$ cat src/rtl/tcc_pkg.sv
// Package for the capture/compare timer: register map, field layout,
// reset values and prescaler counts.
// Assumes a 32-bit AHB-Lite register bus with one aligned word per register.
package tcc_pkg;

  // ==========================================================================
  // Register byte offsets
  localparam logic [7:0] OFS_STATUS  = 8'h00;
  localparam logic [7:0] OFS_CONTROL = 8'h04;
  localparam logic [7:0] OFS_IRQ_EN  = 8'h08;
  localparam logic [7:0] OFS_COUNT   = 8'h0c;
  localparam logic [7:0] OFS_CMP_A   = 8'h10;
  localparam logic [7:0] OFS_CMP_B   = 8'h14;
  localparam logic [7:0] OFS_CAP_A   = 8'h18;
  localparam logic [7:0] OFS_CAP_B   = 8'h1c;
  localparam logic [7:0] OFS_CAP_C   = 8'h20;
  localparam logic [7:0] OFS_CAP_D   = 8'h24;

  // ==========================================================================
  // Status register fields
  localparam int BIT_CAP_FLAG_A  = 7;
  localparam int BIT_CAP_FLAG_B  = 6;
  localparam int BIT_CAP_FLAG_C  = 5;
  localparam int BIT_CAP_FLAG_D  = 4;
  localparam int BIT_CMP_FLAG_A  = 3;
  localparam int BIT_CMP_FLAG_B  = 2;
  localparam int BIT_WRAP_FLAG   = 1;
  localparam int BIT_CLR_MATCH_A = 0;

  // ==========================================================================
  // Control register fields
  localparam int BIT_EDGE_SEL_A = 7;
  localparam int BIT_EDGE_SEL_B = 6;
  localparam int BIT_EDGE_SEL_C = 5;
  localparam int BIT_EDGE_SEL_D = 4;
  localparam int BIT_BUFFER_EN_A = 3;
  localparam int BIT_BUFFER_EN_B = 2;
  localparam int BIT_CLK_SEL_HI = 1;
  localparam int BIT_CLK_SEL_LO = 0;

  // ==========================================================================
  // Clock select codes and prescaler terminal counts
  localparam logic [1:0] CLK_DIV2  = 2'h0;
  localparam logic [1:0] CLK_DIV8  = 2'h1;
  localparam logic [1:0] CLK_DIV32 = 2'h2;
  localparam logic [1:0] CLK_EXT   = 2'h3;
  localparam logic [4:0] DIV2_LAST  = 5'h01;
  localparam logic [4:0] DIV8_LAST  = 5'h07;
  localparam logic [4:0] DIV32_LAST = 5'h1f;

  // ==========================================================================
  // Reset values
  localparam logic [7:0]  STATUS_RST  = 8'h00;
  localparam logic [7:0]  CONTROL_RST = 8'h00;
  localparam logic [7:0]  IRQ_EN_RST  = 8'h01;
  localparam logic [15:0] COUNT_RST   = 16'h0000;
  localparam logic [15:0] CMP_RST     = 16'hffff;
  localparam logic [15:0] CAP_RST     = 16'h0000;

endpackage

$ cat src/rtl/tcc_timer.sv
// Free-running 16-bit timer with four capture and two compare channels,
// status and control registers, reached over an AHB-Lite slave port.
// Assumes one MCLK domain; capture pins and external clock are async.
//
// The register offsets and the AHB-Lite interface to the registers were left to the implementer.
`timescale 1ns/1ps
module tcc_timer #(
  parameter int CNT_W = 16
) (
  // Clock and reset
  input  wire logic             MCLK,
  input  wire logic             RESET,
  // AHB-Lite slave
  input  wire logic             HSEL,
  input  wire logic [31:0]      HADDR,
  input  wire logic [1:0]       HTRANS,
  input  wire logic             HWRITE,
  input  wire logic [2:0]       HSIZE,
  input  wire logic             HREADY,
  input  wire logic [31:0]      HWDATA,
  output logic      [31:0]      HRDATA,
  output logic                  HREADYOUT,
  output logic                  HRESP,
  // Capture and clock pins
  input  wire logic             CAP_PIN_A,
  input  wire logic             CAP_PIN_B,
  input  wire logic             CAP_PIN_C,
  input  wire logic             CAP_PIN_D,
  input  wire logic             EXT_CLK_PIN,
  // Chip power mode, from logic on MCLK
  input  wire logic             LOW_POWER,
  // Interrupt request
  output logic                  IRQ
);

  logic             hold_clr;
  logic [7:1]       flags_q;
  logic [7:1]       armed_q;
  logic             clr_match_q;
  logic [7:0]       ctrl_q;
  logic [7:1]       irq_en_q;
  logic [CNT_W-1:0] count_q;
  logic [CNT_W-1:0] cmp_a_q;
  logic [CNT_W-1:0] cmp_b_q;
  logic [CNT_W-1:0] cap_a_q;
  logic [CNT_W-1:0] cap_b_q;
  logic [CNT_W-1:0] cap_c_q;
  logic [CNT_W-1:0] cap_d_q;
  logic [4:0]       presc_q;
  logic             pend_q;
  logic             pend_wr_q;
  logic [7:0]       pend_addr_q;
  logic [4:0]       pin_rise;
  logic [4:0]       pin_fall;
  logic             tick;
  logic             match_a;
  logic             match_b;
  logic             wrap;
  logic             evt_a;
  logic             evt_b;
  logic             evt_c;
  logic             evt_d;
  logic [7:1]       set_vec;
  logic [7:1]       clr_vec;
  logic             wr_data;
  logic             rd_data;

  // ==========================================================================
  // Helpers
  function automatic logic edge_hit(input logic r, input logic f, input logic sel);
    edge_hit = sel ? r : f;
  endfunction

  function automatic logic wr_at(input logic [7:0] ofs, input logic en,
                                 input logic [7:0] a);
    wr_at = en && (a == ofs);
  endfunction

  assign hold_clr = RESET || LOW_POWER;

  // ==========================================================================
  // Pin synchronisers
  tcc_pin_sync #(
    .W (5)
  ) u_sync (
    .clk  (MCLK),
    .rst  (RESET),
    .pin  ({EXT_CLK_PIN, CAP_PIN_D, CAP_PIN_C, CAP_PIN_B, CAP_PIN_A}),
    .rise (pin_rise),
    .fall (pin_fall)
  );

  // ==========================================================================
  // Bus slave: every transfer takes one wait state, so a write is in place
  // before any later read looks at the registers
  assign wr_data = pend_q && pend_wr_q && !HREADYOUT;
  assign rd_data = pend_q && !pend_wr_q && !HREADYOUT;

  always_ff @(posedge MCLK) begin
    if (RESET) begin
      pend_q      <= 1'b0;
      pend_wr_q   <= 1'b0;
      pend_addr_q <= 8'h00;
      HREADYOUT   <= 1'b1;
      HRESP       <= 1'b0;
    end else if (HSEL && HTRANS[1] && HREADY) begin
      pend_q      <= 1'b1;
      pend_wr_q   <= HWRITE;
      pend_addr_q <= {HADDR[7:2], 2'b00};
      HREADYOUT   <= 1'b0;
    end else begin
      pend_q      <= 1'b0;
      HREADYOUT   <= 1'b1;
    end
  end

  // Unmapped offsets read zero
  always_ff @(posedge MCLK) begin
    if (RESET) begin
      HRDATA <= 32'h0000_0000;
    end else if (rd_data) begin
      unique case (pend_addr_q)
        tcc_pkg::OFS_STATUS:  HRDATA <= {24'h0, flags_q, clr_match_q};
        tcc_pkg::OFS_CONTROL: HRDATA <= {24'h0, ctrl_q};
        tcc_pkg::OFS_IRQ_EN:  HRDATA <= {24'h0, irq_en_q, 1'b1};
        tcc_pkg::OFS_COUNT:   HRDATA <= 32'(count_q);
        tcc_pkg::OFS_CMP_A:   HRDATA <= 32'(cmp_a_q);
        tcc_pkg::OFS_CMP_B:   HRDATA <= 32'(cmp_b_q);
        tcc_pkg::OFS_CAP_A:   HRDATA <= 32'(cap_a_q);
        tcc_pkg::OFS_CAP_B:   HRDATA <= 32'(cap_b_q);
        tcc_pkg::OFS_CAP_C:   HRDATA <= 32'(cap_c_q);
        tcc_pkg::OFS_CAP_D:   HRDATA <= 32'(cap_d_q);
        default:              HRDATA <= 32'h0000_0000;
      endcase
    end
  end

  // ==========================================================================
  // Control, interrupt enable and compare registers
  always_ff @(posedge MCLK) begin
    if (hold_clr) begin
      ctrl_q <= tcc_pkg::CONTROL_RST;
    end else if (wr_at(tcc_pkg::OFS_CONTROL, wr_data, pend_addr_q)) begin
      ctrl_q <= HWDATA[7:0];
    end
  end

  always_ff @(posedge MCLK) begin
    if (hold_clr) begin
      irq_en_q <= tcc_pkg::IRQ_EN_RST[7:1];
    end else if (wr_at(tcc_pkg::OFS_IRQ_EN, wr_data, pend_addr_q)) begin
      irq_en_q <= HWDATA[7:1];
    end
  end

  always_ff @(posedge MCLK) begin
    if (hold_clr) begin
      cmp_a_q <= CNT_W'(tcc_pkg::CMP_RST);
      cmp_b_q <= CNT_W'(tcc_pkg::CMP_RST);
    end else begin
      if (wr_at(tcc_pkg::OFS_CMP_A, wr_data, pend_addr_q)) begin
        cmp_a_q <= HWDATA[CNT_W-1:0];
      end
      if (wr_at(tcc_pkg::OFS_CMP_B, wr_data, pend_addr_q)) begin
        cmp_b_q <= HWDATA[CNT_W-1:0];
      end
    end
  end

  // ==========================================================================
  // Prescaler and counter
  always_ff @(posedge MCLK) begin
    if (hold_clr) begin
      presc_q <= 5'h00;
    end else begin
      presc_q <= presc_q + 5'h01;
    end
  end

  always_comb begin
    unique case (ctrl_q[tcc_pkg::BIT_CLK_SEL_HI:tcc_pkg::BIT_CLK_SEL_LO])
      tcc_pkg::CLK_DIV2:  tick = (presc_q[0] == tcc_pkg::DIV2_LAST[0]);
      tcc_pkg::CLK_DIV8:  tick = (presc_q[2:0] == tcc_pkg::DIV8_LAST[2:0]);
      tcc_pkg::CLK_DIV32: tick = (presc_q == tcc_pkg::DIV32_LAST);
      tcc_pkg::CLK_EXT:   tick = pin_rise[4];
    endcase
  end

  assign match_a = tick && (count_q == cmp_a_q);
  assign match_b = tick && (count_q == cmp_b_q);
  // A clear by match A at the top count is not a wrap
  assign wrap    = tick && (&count_q) && !(match_a && clr_match_q);

  // A software write to the counter wins over a tick in the same cycle
  always_ff @(posedge MCLK) begin
    if (hold_clr) begin
      count_q <= CNT_W'(tcc_pkg::COUNT_RST);
    end else if (wr_at(tcc_pkg::OFS_COUNT, wr_data, pend_addr_q)) begin
      count_q <= HWDATA[CNT_W-1:0];
    end else if (match_a && clr_match_q) begin
      count_q <= '0;
    end else if (tick) begin
      count_q <= count_q + CNT_W'(1);
    end
  end

  // ==========================================================================
  // Capture events
  always_comb begin
    evt_a = edge_hit(pin_rise[0], pin_fall[0], ctrl_q[tcc_pkg::BIT_EDGE_SEL_A])
          || (ctrl_q[tcc_pkg::BIT_BUFFER_EN_A]
              && edge_hit(pin_rise[0], pin_fall[0], ctrl_q[tcc_pkg::BIT_EDGE_SEL_C]));
    evt_b = edge_hit(pin_rise[1], pin_fall[1], ctrl_q[tcc_pkg::BIT_EDGE_SEL_B]);
    evt_c = edge_hit(pin_rise[2], pin_fall[2], ctrl_q[tcc_pkg::BIT_EDGE_SEL_C]);
    evt_d = edge_hit(pin_rise[3], pin_fall[3], ctrl_q[tcc_pkg::BIT_EDGE_SEL_D]);
  end

  // Captures load regardless of the state of their flags
  always_ff @(posedge MCLK) begin
    if (hold_clr) begin
      cap_a_q <= CNT_W'(tcc_pkg::CAP_RST);
      cap_c_q <= CNT_W'(tcc_pkg::CAP_RST);
    end else begin
      if (evt_a) begin
        cap_a_q <= count_q;
      end
      if (ctrl_q[tcc_pkg::BIT_BUFFER_EN_A]) begin
        if (evt_a) begin
          cap_c_q <= cap_a_q;
        end
      end else if (evt_c) begin
        cap_c_q <= count_q;
      end
    end
  end

  always_ff @(posedge MCLK) begin
    if (hold_clr) begin
      cap_b_q <= CNT_W'(tcc_pkg::CAP_RST);
      cap_d_q <= CNT_W'(tcc_pkg::CAP_RST);
    end else begin
      if (evt_b) begin
        cap_b_q <= count_q;
      end
      if (ctrl_q[tcc_pkg::BIT_BUFFER_EN_B]) begin
        if (evt_b) begin
          cap_d_q <= cap_b_q;
        end
      end else if (evt_d) begin
        cap_d_q <= count_q;
      end
    end
  end

  // ==========================================================================
  // Status flags
  // Channel C and D flags follow their own pins even in buffer mode, so
  // they serve as plain external interrupts there
  assign set_vec = {evt_a, evt_b, evt_c, evt_d, match_a, match_b, wrap};

  // Only bits read as one since their last clear may be cleared
  assign clr_vec = wr_at(tcc_pkg::OFS_STATUS, wr_data, pend_addr_q)
                 ? (~HWDATA[7:1] & armed_q) : 7'h00;

  always_ff @(posedge MCLK) begin
    if (hold_clr) begin
      flags_q <= tcc_pkg::STATUS_RST[7:1];
    end else begin
      flags_q <= (flags_q & ~clr_vec) | set_vec;
    end
  end

  always_ff @(posedge MCLK) begin
    if (hold_clr) begin
      armed_q <= 7'h00;
    end else if (rd_data && (pend_addr_q == tcc_pkg::OFS_STATUS)) begin
      armed_q <= armed_q | flags_q;
    end else begin
      armed_q <= armed_q & ~clr_vec;
    end
  end

  always_ff @(posedge MCLK) begin
    if (hold_clr) begin
      clr_match_q <= tcc_pkg::STATUS_RST[tcc_pkg::BIT_CLR_MATCH_A];
    end else if (wr_at(tcc_pkg::OFS_STATUS, wr_data, pend_addr_q)) begin
      clr_match_q <= HWDATA[tcc_pkg::BIT_CLR_MATCH_A];
    end
  end

  always_ff @(posedge MCLK) begin
    if (hold_clr) begin
      IRQ <= 1'b0;
    end else begin
      IRQ <= |(flags_q & irq_en_q);
    end
  end

  // ==========================================================================
  // Checks
  chk_flag_no_swset: assert property (@(posedge MCLK) disable iff (hold_clr)
    ##1 ((flags_q & ~$past(flags_q) & ~$past(set_vec)) == 7'h00))
    else $error("status flag rose without a hardware event");

  chk_clear_after_read: assert property (@(posedge MCLK) disable iff (hold_clr)
    ##1 ((~flags_q & $past(flags_q) & ~$past(armed_q)) == 7'h00))
    else $error("status flag cleared without a prior read");

  chk_status_lowpow: assert property (@(posedge MCLK) disable iff (RESET)
    LOW_POWER |=> (flags_q == 7'h00) && !clr_match_q)
    else $error("status not cleared in low power");

  chk_ctrl_lowpow: assert property (@(posedge MCLK) disable iff (RESET)
    LOW_POWER |=> (ctrl_q == 8'h00))
    else $error("control not cleared in low power");

  chk_capture_a: assert property (@(posedge MCLK) disable iff (hold_clr)
    evt_a |=> flags_q[7] && (cap_a_q == $past(count_q)))
    else $error("capture A did not load or flag");

  chk_buffer_shift: assert property (@(posedge MCLK) disable iff (hold_clr)
    (evt_a && ctrl_q[3]) |=> (cap_c_q == $past(cap_a_q)) && flags_q[7])
    else $error("buffered capture A did not shift into C");

  chk_flag_c_buf: assert property (@(posedge MCLK) disable iff (hold_clr)
    (evt_c && ctrl_q[3] && !evt_a) |=> flags_q[5] && $stable(cap_c_q))
    else $error("channel C flag or register wrong in buffer mode");

  chk_cmp_a_flag: assert property (@(posedge MCLK) disable iff (hold_clr)
    (tick && (count_q == cmp_a_q)) |=> flags_q[3])
    else $error("compare A match did not set flag");

  chk_wrap_flag: assert property (@(posedge MCLK) disable iff (hold_clr)
    (wrap && !wr_data) |=> flags_q[1] && (count_q == '0))
    else $error("wrap did not set flag or reach zero");

  chk_match_clear: assert property (@(posedge MCLK) disable iff (hold_clr)
    (match_a && clr_match_q && !wr_data) |=> (count_q == '0))
    else $error("match A did not clear the counter");

  chk_div2_rate: assert property (@(posedge MCLK) disable iff (hold_clr)
    (ctrl_q[1:0] == 2'h0 && !wr_data && tick) |=> !tick ##1 (tick || ctrl_q[1:0] != 2'h0))
    else $error("divide by two tick spacing wrong");

  chk_irq_raise: assert property (@(posedge MCLK) disable iff (hold_clr)
    (|(flags_q & irq_en_q)) |=> IRQ)
    else $error("enabled flag did not raise interrupt");

  chk_set_wins: assert property (@(posedge MCLK) disable iff (hold_clr)
    (|(set_vec & clr_vec)) |=> (|(flags_q & $past(set_vec & clr_vec))))
    else $error("clear beat a simultaneous set");

endmodule

$ cat src/rtl/tcc_pin_sync.sv
// Two-stage synchroniser with edge detection for a group of pins.
// Assumes the pins are asynchronous to MCLK; edges are one-cycle pulses.
`timescale 1ns/1ps
module tcc_pin_sync #(
  parameter int W = 5
) (
  // Clock and reset
  input  wire logic         clk,
  input  wire logic         rst,
  // Pins and detected edges
  input  wire logic [W-1:0] pin,
  output logic      [W-1:0] rise,
  output logic      [W-1:0] fall
);

  logic [W-1:0] meta_q;
  logic [W-1:0] sync_q;
  logic [W-1:0] prev_q;
  logic [1:0]   fill_q;

  // ==========================================================================
  // Synchroniser; only sync_q reads meta_q
  always_ff @(posedge clk) begin
    if (rst) begin
      meta_q <= '0;
      sync_q <= '0;
      prev_q <= '0;
    end else begin
      meta_q <= pin;
      sync_q <= meta_q;
      prev_q <= sync_q;
    end
  end

  // Edges are held off until the pipe holds real pin levels, so a pin
  // that is high out of reset does not fake a rising edge
  always_ff @(posedge clk) begin
    if (rst) begin
      fill_q <= 2'h0;
    end else if (fill_q != 2'h3) begin
      fill_q <= fill_q + 2'h1;
    end
  end

  always_comb begin
    rise = (fill_q == 2'h3) ? (sync_q & ~prev_q) : '0;
    fall = (fill_q == 2'h3) ? (~sync_q & prev_q) : '0;
  end

endmodule

$ cat config.mk
export PLATFORM = sky130hd
export DESIGN_NAME = tcc_timer
export DESIGN_NICKNAME = d
export VERILOG_FILES = /design/src/rtl/tcc_pkg.sv /design/src/rtl/tcc_timer.sv /design/src/rtl/tcc_pin_sync.sv
export SDC_FILE = /design/constraint.sdc
export NUM_CORES = 1
export LEC_CHECK = 0
export BUFFER_PORTS_ARGS = -buffer_cell sky130_fd_sc_hd__buf_4
export CAP_MARGIN = 5
export CORE_MARGIN = 2
export CORE_UTILIZATION = 51
export DETAILED_ROUTE_END_ITERATION = 10
export GPL_TIMING_DRIVEN = 0
export PLACE_DENSITY = 0.72
export SLEW_MARGIN = 20
export SYNTH_ARGS = -nofsm -noshare
export SYNTH_HDL_FRONTEND = slang
export SYNTH_SLANG_ARGS = --single-unit
$ cat constraint.sdc
create_clock -name MCLK -period 3 [get_ports MCLK]
set_clock_uncertainty 0.2 [all_clocks]
set_input_delay 0.15 -clock MCLK [delete_from_list [all_inputs] [get_ports MCLK]]
set_output_delay 0.15 -clock MCLK [all_outputs]
set_load 0.03 [all_outputs]
==> results.yml <==
timing:
  drv_slew: 0
  worstMarginPinSlew_ns: 0.910
  hold_violations: 0
  final_period_minus_worst_setup_slack_ns: 2.70
  rsz0062_at_grt: "no"
  slew_headroom_pct: 39.3
  setup_tns_ns: 0
  setup_viol: 0
  holdWs_ns: 0.163
  timing.final.crit_share_pct: 89.9
  max_freq_ghz: 0.371
setup_path:
  critPathLaunchType: "register"
  crit_arrival_ns: 2.84
  cp-startpoint: "presc_q[0]"
  worst_setup_path_end_kind: "register"
  crit_type: "reg2reg"
  r2r_end: "count_q[4]"
  r2r_cells: 9
  required_ns: 3.14
  r2r_start: "presc_q[0]"
  path_max_fanout: 10
  r2r_slack_ns: 0.30
  cp-endpoint: "count_q[4]"
clock_tree:
  cts_made_buffers: 17
  cts_sinks: 190
  clk_latency_ns: 0.44
  htreeDepth: 4
  cts_tree: "done"
  clk_pin_slew_ns: 0.07
  cts_root_buffer: "clkbuf_16"
  cts_resized: 0
  clock_path_buffers: 2
die:
  fp.dieH_um: 136
  core.rowCount: 48
  die_area_mm2: 0.0185
  fp.dieW_um: 136
  start_util_pct: 51.6
  io_pins: 115
  core_mm2: 0.0172
placement:
  dp.final_hpwl_um: 19300
  gp_congestion: 0.949
  dp.cells: 1296
  io_buffers: 51
routing:
  routedWlPerCell_um: 19.8
  routed_wl_um: 26900
  drt_iter0_markers: 1061
  viasPerCell: 6.01
  drc_errors: 0
  ant_nets: 0
  first_pass_iters: 5
  vias: 8156
yosys:
  ys_seq_area_share_pct: 42.9
  yosys.area.top_type: "dfxtp_1"
  synthTopCellsByArea: "dfxtp_1, mux2i_1, nand2_1, nand3_1, nor2_1"
  netlist_area_mm2: 0.00887
  syn_area_per_cell_um2: 8.84
  synthFlopType: "dfxtp_1"
  synth_edf_count: 0
  ys.warnings.count: 0
  ys_ff_latch: 190
  synthArstFlopShare_pct: 0
  yosysUniqueCellTypes: 60
  synth_top_area_share_pct: 42.9
  synthCells: 1004
grt:
  overflow: 0
  grt_pass1_vias: 7374
  antenna_found_initial: 0
  grt_pass1_wl_um: 41400
  grt_max_degree: 17
  grt.total_usage_pct: 29.7
cells_and_area:
  diodes: 0
  instances_no_fill: 1356
  drive_gt1_share_pct: 14.0
  final_nets: 1205
  area_growth_syn_to_layout_pct: 17.9
  final_common_cell: "dfxtp_1"
  mostFrequentLayoutCells: "dfxtp_1, nand2_1, nor2_1, nand3_1, mux2i_1"
  post-route-util_pct: 60.9
flow_run:
  drv_cap: 0
power_and_ir_drop:
  power_density_mw_per_mm2: 488
  totalPowerFinal_mw: 5.11
  leakagePower_nw: 4.07
  ir_worst_vdd_mv: 0.471
min_path:
  hold_class: "in2reg"
status:
  status: "finished clean"
==> state kept, by name, summed over array words and instances, names as in the netlist, 2 cells and up <==
signal and flops:
HRDATA 16, armed_q 7, cap_a_q 16, cap_b_q 16
cap_c_q 16, cap_d_q 16, cmp_a_q 16, cmp_b_q 16
count_q 16, ctrl_q 8, flags_q 7, irq_en_q 7
pend_addr_q 6, presc_q 5, u_sync.fill_q 2, u_sync.meta_q 5
u_sync.prev_q 5, u_sync.sync_q 5
==> metal layers <==
layer / vias to the layer above / global-route usage (%) / share of wire, %
li1: 3790 / - / -
met3: 51 / 4.96 / 9.4
met2: 430 / 45.4 / 44
met4: 0 / 11.4 / 2.6
met5: - / 0 / 0
met1: 3885 / 41.9 / 44
==> final cells by class <==
class	count	area, µm²
inverters	6	22.5
repair buffers	81	683
well taps	225	282
clock inverters	8	82.6
plain buffers	98	541
flip-flops and latches	190	3800
clock buffers	22	484
multi-input cells	726	4560
fillers	1565	6710
==> report_power, final <==
group | switching, mW | leakage, nW | internal [mW]
Clock | 0.994 | 0.267 | 1.23
Combinational | 0.204 | 2.26 | 0.130
Sequential | 0.0112 | 1.54 | 2.54
==> how the worst min path moves through the flow <==
stage               start               end  cells after the start
2_1_floorplan  HWDATA[12]       count_q[12]                      2
3_3_place_gp    CAP_PIN_A  u_sync.meta_q[0]                      2
3_5_place_dp    CAP_PIN_C  u_sync.meta_q[2]                      2
4_1_cts         HTRANS[1]            pend_q                      3
5_1_grt            HREADY            pend_q                      3
6_report        HTRANS[1]            pend_q                      3
==> Yosys cell counts, drive strengths merged, types with 6 or more instances <==
master,number
a211oi,34
a21oi,37
a221oi,8
a222oi,12
a22o,17
a22oi,39
and3,6
buf,60
clkbuf,38
dfxtp,190
inv,6
mux2i,78
nand2,117
nand2b,6
nand3,86
nand3b,6
nand4,12
nor2,112
nor2b,17
o21ai,17
o311ai,7
xnor2,17
xor2,19
==> through the flow <==
| stage | worst slack, ns | instance area, µm² |
|---|---|---|
| 2_1_floorplan | 0.761 | 8930 |
| 3_3_place_gp | 0.356 | 9600 |
| 3_5_place_dp | 0.343 | 9600 |
| 4_1_cts | 0.315 | 10500 |
| 5_1_grt | 0.133 | 10500 |
| 6_report | 0.303 | 10500 |
==> kinds of logic after synthesis <==
kind of cell | count (synthesis) | synth area share [%]
other cells | 1 | 0.0423
flops | 190 | 42.9
buf+inv | 104 | 6.35
fa+ha+maj | 5 | 0.705
simple gates | 400 | 22.2
mux | 79 | 9.07
xor+xnor | 36 | 3.55
compound gates | 189 | 15.2
==> critical path, stage by stage, from the launching register on <==
cell and delay [ns]:
dfxtp_1 0.34, ha_1 0.22, and3_1 0.18, ha_1 0.17, a211oi_1 0.51, nor2_2 0.18, a31oi_1 0.26, buf_2 0.27
a32oi_1 0.14, o31ai_1 0.12
==> timing repair <==
item                                   CTS  global route
endpoints found under the hold margin   88             0
hold buffers                            30             0
setup buffers                            0             0
No activity file was read; power rests on OpenSTA's default activity.
